## config.mk

```make
export PLATFORM = sky130hd
export DESIGN_NAME = ucr_top
export DESIGN_NICKNAME = d
export VERILOG_FILES = /design/src/hw/ucr_pkg.sv /design/src/hw/ucr_top.sv /design/src/hw/ucr_pingpong.sv
export SDC_FILE = /design/constraint.sdc
export NUM_CORES = 1
export LEC_CHECK = 0
export BUFFER_PORTS_ARGS = -buffer_cell sky130_fd_sc_hd__buf_4
export CAP_MARGIN = 40
export CORE_ASPECT_RATIO = 0.75
export CORE_MARGIN = 2
export CORE_UTILIZATION = 39
export CTS_CLUSTER_DIAMETER = 100
export DETAILED_ROUTE_END_ITERATION = 16
export PLACE_DENSITY = 0.88
export SLEW_MARGIN = 25
export SYNTH_ARGS = -nofsm -noshare
export SYNTH_HDL_FRONTEND = slang
export SYNTH_SLANG_ARGS = --single-unit
```

## constraint.sdc

```tcl
create_clock -name clock_in -period 1 [get_ports clock_in]
set_input_delay 0.1 -clock clock_in [delete_from_list [all_inputs] [get_ports clock_in]]
set_output_delay 0.1 -clock clock_in [all_outputs]
set_load 0.01 [all_outputs]
```

## src/hw/ucr_pkg.sv

```systemverilog
// Package for the USB module control register block.
// Assumes a 32-bit APB master and a single 100 MHz clock domain.
package ucr_pkg;
	localparam logic [11:0] UCR_CTRL_ADDR = 12'h000;
	localparam logic [11:0] UCR_PPTR_ADDR = 12'h004;
	localparam int UCR_SE0_BIT = 6;
	localparam int UCR_PACKET_TRANSFER_DISABLE_BIT = 5;
	localparam int UCR_HOST_MODE_ENABLE_BIT = 3;
	localparam int UCR_RESUME_BIT = 2;
	localparam int UCR_PPRST_BIT = 1;
	localparam int UCR_MODEN_BIT = 0;
	localparam logic [15:0] UCR_CTRL_RESET = 16'h0000;
	localparam logic [15:0] UCR_WR_MASK = 16'h002f;
	localparam int UCR_NUM_PP = 16;

	typedef struct packed {
		logic host_mode_enable;
		logic resume_enable;
		logic module_enable;
		logic packet_transfer_disable;
	} ucr_ctrl_t;

	typedef struct packed {
		logic pullup_dp;
		logic pulldown_dp;
		logic pulldown_dm;
	} ucr_pull_t;
endpackage

```

## src/hw/ucr_top.sv

```systemverilog
// USB module control register with APB slave and pin controls.
// Assumes APB master on clock_in; USB line states arrive asynchronously.
// Notes on behaviour
// - Bits 15 to 7 and bit 4 read zero; writes ignored.
// - Live single-ended-zero flag follows the bus state.
// - Packet transfer disable set stops token and packet processing.
// - Hardware sets packet transfer disable on a received setup token.
// - Host mode enable turns on host mode and D+/D- pull-downs.
// - Resume enable drives resume signalling on the bus.
// - Writing one to pointer reset returns all pointers to even banks.
// - Module enable enables the module and, with host mode enable clear, the D+ pull-up.
//
// The address map and the APB slave port were chosen for this implementation.
`timescale 1ns/1ns
module ucr_top #(
	parameter int NUM_PP = ucr_pkg::UCR_NUM_PP
) (
	input wire logic clock_in,
	input wire logic rst_in,
	input wire logic psel_in,
	input wire logic penable_in,
	input wire logic pwrite_in,
	input wire logic [11:0] paddr_in,
	input wire logic [31:0] pwdata_in,
	output logic [31:0] prdata_out,
	output logic pready_out,
	output logic pslverr_out,
	input wire logic dp_in,
	input wire logic dm_in,
	input wire logic setup_token_in,
	input wire logic [NUM_PP-1:0] pp_toggle_in,
	output logic [NUM_PP-1:0] pp_odd_out,
	output logic sie_enable_out,
	output logic host_mode_out,
	output logic resume_drive_out,
	output logic module_enable_out,
	output ucr_pkg::ucr_pull_t pull_out
);
	ucr_pkg::ucr_ctrl_t ctrl_q;
	ucr_pkg::ucr_ctrl_t ctrl_d;
	logic [1:0] dp_sync_q;
	logic [1:0] dm_sync_q;
	logic se0_q;
	logic [31:0] rdata_d;

	// Line inputs come from pins, so each passes two flops first.
	always_ff @(posedge clock_in or posedge rst_in) begin
		if (rst_in) begin
			// D+ resets to its idle J level so no false zero follows reset.
			dp_sync_q <= 2'h3;
			dm_sync_q <= 2'h0;
			se0_q <= 1'b0;
		end else begin
			dp_sync_q <= {dp_sync_q[0], dp_in};
			dm_sync_q <= {dm_sync_q[0], dm_in};
			se0_q <= ~dp_sync_q[1] & ~dm_sync_q[1];
		end
	end

	wire access_w = psel_in & penable_in;
	wire wr_ctrl_w = access_w & pwrite_in &
		(paddr_in == ucr_pkg::UCR_CTRL_ADDR);
	wire wr_pp_w = access_w & pwrite_in &
		(paddr_in == ucr_pkg::UCR_PPTR_ADDR);
	wire hit_w = (paddr_in == ucr_pkg::UCR_CTRL_ADDR) |
		(paddr_in == ucr_pkg::UCR_PPTR_ADDR);
	wire pp_clear_w = wr_ctrl_w & pwdata_in[ucr_pkg::UCR_PPRST_BIT];
	wire [15:0] wmask_w = pwdata_in[15:0] & ucr_pkg::UCR_WR_MASK;
	wire [15:0] ctrl_rd_w = {9'h000, se0_q, ctrl_q.packet_transfer_disable,
		1'b0, ctrl_q.host_mode_enable, ctrl_q.resume_enable, 1'b0,
		ctrl_q.module_enable};

	always_comb begin
		ctrl_d = ctrl_q;
		if (wr_ctrl_w) begin
			ctrl_d.host_mode_enable = wmask_w[ucr_pkg::UCR_HOST_MODE_ENABLE_BIT];
			ctrl_d.resume_enable = wmask_w[ucr_pkg::UCR_RESUME_BIT];
			ctrl_d.module_enable = wmask_w[ucr_pkg::UCR_MODEN_BIT];
			ctrl_d.packet_transfer_disable = wmask_w[ucr_pkg::UCR_PACKET_TRANSFER_DISABLE_BIT];
		end
		// A setup token beats a software clear in the same cycle.
		if (setup_token_in)
			ctrl_d.packet_transfer_disable = 1'b1;
	end

	always_comb begin
		rdata_d = 32'h0000_0000;
		if (paddr_in == ucr_pkg::UCR_CTRL_ADDR)
			rdata_d = {16'h0000, ctrl_rd_w};
		else if (paddr_in == ucr_pkg::UCR_PPTR_ADDR)
			rdata_d = 32'(pp_odd_out);
	end

	always_ff @(posedge clock_in or posedge rst_in) begin
		if (rst_in) begin
			ctrl_q.host_mode_enable <=
				ucr_pkg::UCR_CTRL_RESET[ucr_pkg::UCR_HOST_MODE_ENABLE_BIT];
			ctrl_q.resume_enable <=
				ucr_pkg::UCR_CTRL_RESET[ucr_pkg::UCR_RESUME_BIT];
			ctrl_q.module_enable <=
				ucr_pkg::UCR_CTRL_RESET[ucr_pkg::UCR_MODEN_BIT];
			ctrl_q.packet_transfer_disable <=
				ucr_pkg::UCR_CTRL_RESET[ucr_pkg::UCR_PACKET_TRANSFER_DISABLE_BIT];
			prdata_out <= 32'h0000_0000;
		end else begin
			ctrl_q <= ctrl_d;
			if (psel_in & ~penable_in & ~pwrite_in)
				prdata_out <= rdata_d;
		end
	end

	assign pready_out = 1'b1;
	assign pslverr_out = access_w & ~hit_w;

	ucr_pingpong #(
		.NUM_PP(NUM_PP)
	) u_pp (
		.clock_in(clock_in),
		.rst_in(rst_in),
		.clear_in(pp_clear_w),
		.toggle_in(pp_toggle_in & {NUM_PP{sie_enable_out}}),
		.odd_out(pp_odd_out)
	);

	// Pin controls are combinational from flops; they follow the register.
	assign sie_enable_out = ctrl_q.module_enable &
		~ctrl_q.packet_transfer_disable;
	assign host_mode_out = ctrl_q.host_mode_enable;
	assign resume_drive_out = ctrl_q.resume_enable;
	assign module_enable_out = ctrl_q.module_enable;
	assign pull_out.pulldown_dp = ctrl_q.host_mode_enable;
	assign pull_out.pulldown_dm = ctrl_q.host_mode_enable;
	assign pull_out.pullup_dp = ctrl_q.module_enable &
		~ctrl_q.host_mode_enable;

	se0_flag_a: assert property (
		@(posedge clock_in) disable iff (rst_in)
		(~dp_in & ~dm_in)[*4] |-> ctrl_rd_w[ucr_pkg::UCR_SE0_BIT])
		else $error("se0 flag not set");
	setup_sets_a: assert property (
		@(posedge clock_in) disable iff (rst_in)
		setup_token_in |=> ctrl_q.packet_transfer_disable)
		else $error("setup did not set disable");
	stop_sie_a: assert property (
		@(posedge clock_in) disable iff (rst_in)
		ctrl_q.packet_transfer_disable |-> ~sie_enable_out)
		else $error("engine runs while disabled");
	// Checks the effect on the engine: no pointer moves while disabled, except on a pointer reset write.
	pp_frozen_a: assert property (
		@(posedge clock_in) disable iff (rst_in)
		ctrl_q.packet_transfer_disable && !pp_clear_w |=>
		$stable(pp_odd_out))
		else $error("pointer moved while disabled");
	pp_clear_a: assert property (
		@(posedge clock_in) disable iff (rst_in)
		pp_clear_w |=> pp_odd_out == '0)
		else $error("pointers not reset to even");
	pp_keep_a: assert property (
		@(posedge clock_in) disable iff (rst_in)
		(wr_pp_w || (wr_ctrl_w && !pwdata_in[ucr_pkg::UCR_PPRST_BIT])) &&
		pp_toggle_in == '0 |=> $stable(pp_odd_out))
		else $error("pointers changed without reset");
	unimpl_zero_a: assert property (
		@(posedge clock_in) disable iff (rst_in)
		psel_in && !penable_in && !pwrite_in &&
		paddr_in == ucr_pkg::UCR_CTRL_ADDR |=>
		prdata_out[31:7] == 25'h0000000 && !prdata_out[4] &&
		!prdata_out[1])
		else $error("unimplemented bits read nonzero");
	host_pull_a: assert property (
		@(posedge clock_in) disable iff (rst_in)
		wr_ctrl_w && !setup_token_in |=> pull_out.pulldown_dm ==
		$past(pwdata_in[ucr_pkg::UCR_HOST_MODE_ENABLE_BIT]))
		else $error("host pull-down mismatch");
	resume_a: assert property (
		@(posedge clock_in) disable iff (rst_in)
		wr_ctrl_w |=> resume_drive_out ==
		$past(pwdata_in[ucr_pkg::UCR_RESUME_BIT]))
		else $error("resume drive mismatch");
	enable_a: assert property (
		@(posedge clock_in) disable iff (rst_in)
		wr_ctrl_w |=> module_enable_out ==
		$past(pwdata_in[ucr_pkg::UCR_MODEN_BIT]))
		else $error("module enable mismatch");
	setup_c: cover property (@(posedge clock_in) setup_token_in ##1
		wr_ctrl_w);
	setup_wr_c: cover property (@(posedge clock_in) setup_token_in &&
		wr_ctrl_w);
	pp_c: cover property (@(posedge clock_in) pp_clear_w);
	host_c: cover property (@(posedge clock_in) host_mode_out ##1
		resume_drive_out);
endmodule

```

## src/hw/ucr_pingpong.sv

```systemverilog
// Ping-pong buffer pointer bank, one toggling bit per pointer.
// Assumes toggle requests from the engine on the same clock.
`timescale 1ns/1ns
module ucr_pingpong #(
	parameter int NUM_PP = ucr_pkg::UCR_NUM_PP
) (
	input wire logic clock_in,
	input wire logic rst_in,
	input wire logic clear_in,
	input wire logic [NUM_PP-1:0] toggle_in,
	output logic [NUM_PP-1:0] odd_out
);
	genvar i;
	generate
		for (i = 0; i < NUM_PP; i++) begin : g_pp
			always_ff @(posedge clock_in or posedge rst_in) begin
				if (rst_in)
					odd_out[i] <= 1'b0;
				else if (clear_in)
					odd_out[i] <= 1'b0;
				else if (toggle_in[i])
					odd_out[i] <= ~odd_out[i];
			end
		end
	endgenerate
endmodule

```

Word-level counts from Yosys, hierarchy flattened
Cells that the tools add are included.

storage, ports and cells
  bits in registers = 57
  output and inout bits = 57
  logic and storage cells = 114

operators by class
  bitwise gates (word level) = 35
  multiplexer cells = 36
  equality and inequality tests = 1
  reductions and logical operators = 18

operators with widths
  operator                                                                number
  1-bit 2-to-1 mux                                                        34
  2-bit nonzero test                                                      17
  16-bit 2-to-1 mux                                                       2
  1-bit NOT                                                               23
  16-bit AND                                                              1
  12-bit by 3-bit equality test with 1-bit output, second input constant  1
  12-bit zero test                                                        1
  1-bit AND                                                               10
  1-bit OR                                                                1

Longest topological paths before layout
  word-level depth = 5
  depth in mapped cells = 6
  depth with buffers taken out = 3

Cells and area by module
A second synthesis with hierarchy kept.

second synthesis, totals
  cell total of the unflattened synthesis = 168
  area total of the unflattened synthesis = 1970.6 µm²

modules (own cells, without submodules)
  module        cells each  area an instance (µm²)  times used
  ucr_top       117         1332.5                  1
  ucr_pingpong  51          638.1                   1

Least setup slack after synthesis
OpenSTA, ideal clock, no wires.

  path type = reg-to-reg
  start point = reg ctrl_q (netlist bit module_enable_out)
  end point = reg prdata_out[0]
  data arrival time = 0.998 ns
  data required time = 0.880 ns
  stages on the path, launching flop included = 5
  slack = -0.118 ns
  buffers on the path = 1
  cell sequence = dfrtp_1 > clkbuf_1 > mux2i_1 > nor2_1 > a22o_4

on the way
  word-level cells in the longest chain between the ends = 1

ends and longest elaborated chain
  item                    line            source
  from (decl)             ucr_top.sv:39   ucr_pkg::ucr_ctrl_t ctrl_q;
  from (signal assigned)  ucr_top.sv:106  ctrl_q <= ctrl_d;
  16-bit 2-to-1 mux       ucr_top.sv:88   if (paddr_in == ucr_pkg::UCR_CTRL_ADDR)
  to (signal assigned)    ucr_top.sv:108  prdata_out <= rdata_d;
  to (decl)               ucr_top.sv:25   output logic [31:0] prdata_out,

No other way between the ends.
A chain may end at the register's enable or synchronous reset.

Worst setup path in the final report
Ends and elaborated chain as after synthesis.

==> results.cfg <==
[outcome]
outcome = complete, but fails checks
violations = setup timing

[detailed_routing]
drt_iter0_drc = 42
vias = 1645
wire_per_inst_um = 15.2
drc_errors = 0
ant_nets = 0
dr.pass1.iters = 4
vias_per_cell = 4.71
routed_wl_um = 5310

[synthesis]
synth.top_cell.area_share_pct = 47.4
synth-seq-cells = 41
ys.flop_type = dfrtp_1
syn-instance-count = 170
synthArstFlopShare_pct = 100
yosysUniqueCellTypes = 32
syn_area_um2 = 2060
synth_top_area_cell = dfrtp_1
seq_area_frac_synth_pct = 49.9
synth_edf_count = 0
yosysWarnings = 0
synthTopCellsByArea = dfrtp_1, buf_4, xor2_1, nand3b_1, a22o_1
synth.avg_cell_area_um2 = 12.1

[clock_network]
clockBufferDepth = 2
insertion_delay_ns = 0.29
cts_tree = yes
clock_sinks = 41
cts_made_buffers = 5
clockRootBuffer = clkbuf_8
path_clk_slew_ns = 0.08
htree_levels = 2

[sta]
fmax_mhz = 829
grt_setup_unrepaired = yes
finalSetupTns_ns = -3.06
setup_viol = 27
hold_viol = 0
period_needed_ns = 1.21
layout_setup_ws_ns = -0.207
final_max_slew_viol_count = 0
fin_worst_skew_ns = 0.00576
period_share_pct = 121

[global_route]
grt_pass1_wl_um = 8120
grt_antenna_before_repair = 0
gr-total-overflow = 0
grt_max_degree = 42
grt_usage_pct = 18.6
grt_pass1_vias = 1648

[die]
start_util_pct = 41.4
coreArea_um2 = 4980
row_count = 22
die_h_um = 67.0
ioPinCount = 125
die-area_um2 = 5890
die_x_um = 87.9

[place]
dp.cells = 327
place_hpwl_um = 3600
place_area_um2 = 2780
place_congestion = 0.739
io_buffers = 80

[worst_setup_path]
r2r_end = prdata_out[0]
path_class = reg2reg
path_max_fanout = 10
startpoint_type = register
reg2reg_depth = 5
reg2reg_from = module_enable_out
r2r_slack_ns = -0.21
cp-end-kind = register
critPathArrivalTime_ns = 1.39
worstPathRequired_ns = 1.18

[power]
p_per_area_nw_per_um2 = 1060
p_leak_uw = 0.00158
vdd_drop_max_v = 0.000579

[finish]
fin_cells = 349
drive_gt1_share_pct = 53.8
num_antenna_cells = 0
finish.instance_area_um2 = 3140
syn_to_final_growth_pct = 52.6
num-fill-cells = 386
nets = 344

[job]
cap_violations = 0

[min_path]
min_to = module_enable_out
hp-start = pwdata_in[0]
hold_depth = 2
min_path_type = in2reg
layer usage:
layer / GRT usage (%) / wire length, um / share of wire [%] / vias to the layer above
li1: - / - / - / 765
met1: 24.4 / 2320 / 44 / 811
met2: 30.1 / 2620 / 49 / 62
met3: 4.83 / 303 / 5.7 / 7
met4: 5.38 / 66 / 1.2 / 0
met5: 0 / 0 / 0 / -
metrics by stage:
step | power [uW] | hold WS [ns] | setup slack (ns) | util [%]
after floorplan | 1860 | 0.0844 | -0.0683 | -
after global placement | 1980 | 0.164 | -0.272 | 55.8
after detailed placement | 1980 | 0.176 | -0.328 | 55.8
after CTS | 3360 | 0.0370 | -0.186 | 60.6
after global routing | 3480 | 0.0280 | -0.271 | 63.1
final | 3340 | 0.0427 | -0.207 | 63.1
sequential cells by signal, summed over array words and instances (netlist names):
register / flops
resume_drive_out: 1
dm_sync_q: 2
u_pp.odd_out: 16
prdata_out: 16
dp_sync_q: 2
module_enable_out: 1
se0_q: 1
ctrl_q: 1
host_mode_out: 1
worst max-delay path, cell delays in order (launching register included):
cell     delay, ns
dfrtp_1       0.41
buf_6         0.14
buf_12        0.13
mux2i_1       0.12
nor2_1        0.08
a22o_4        0.22
timing repair:
item,CTS,global route
pin swaps,3,10
hold endpoints to repair,41,0
endpoints found under the setup margin,37,45
hold buffers,3,0
setup buffers,4,8
gates cloned,1,0
resized for setup,19,17
layout make-up:
cell class / count / area (um2) / share of cell area (%)
Clock inverter: 1 / 30.0 / 0.955
Timing Repair Buffer: 115 / 998 / 31.8
Inverter: 1 / 7.51 / 0.239
Multi-Input combinational cell: 112 / 903 / 28.7
Clock buffer: 7 / 86.3 / 2.75
Tap cell: 72 / 90.1 / 2.87
Sequential cell: 41 / 1030 / 32.7
report_power, final:
part	switching [uW]	total, uW	internal [uW]
Sequential	2.47	1670	1670
Combinational	144	302	159
Clock	555	1370	814
cells in the final DEF, fill, tap and decap left out, types with 2 or more instances in the layout:
cell           netlist  layout
buf_4               20      85
dfrtp_1             39      39
buf_6                4      24
conb_1               2      17
nand3b_1            16      16
xor2_1              16      16
a22o_1              12      12
a21oi_2             10      10
nor2_1               9       8
mux2i_1              6       6
a21oi_1              6       6
clkbuf_8             0       6
dlygate4sd3_1        0       3
buf_12               1       3
nor4_4               0       2
a22o_2               2       2
nor2b_4              0       2
mux2_4               0       2
dfstp_2              2       2
worst max path at each step:
stage                            from        endpoint  slack (ns)  cells after the start
floorplan           module_enable_out   prdata_out[0]       -0.07                      4
global placement         paddr_in[10]   prdata_out[1]       -0.27                      4
detailed placement       paddr_in[10]  prdata_out[13]       -0.33                      4
CTS                 module_enable_out  sie_enable_out       -0.19                      3
global route        module_enable_out   prdata_out[0]       -0.27                      5
finish              module_enable_out   prdata_out[0]       -0.21                      5
synth_stat cells, drive strengths merged (2+ instances only):
cell type / number
dfrtp: 39
nor2: 9
nor4: 2
a21oi: 16
dfstp: 2
mux2i: 6
nor2b: 2
nand3b: 16
conb: 2
a22o: 15
mux2: 3
clkbuf: 3
buf: 28
xor2: 16
logic make-up (layout without fill, tap and decap cells):
family | after synthesis | in the layout | synth area share, %
compound gates | 32 | 32 | 13.1
buf+inv | 32 | 124 | 12.4
flops | 41 | 41 | 49.9
mux | 9 | 9 | 4.55
other cells | 2 | 17 | 0.364
simple gates | 38 | 38 | 12.9
xor+xnor | 16 | 16 | 6.80
Note: power is estimated with default switching activity, not from simulation.
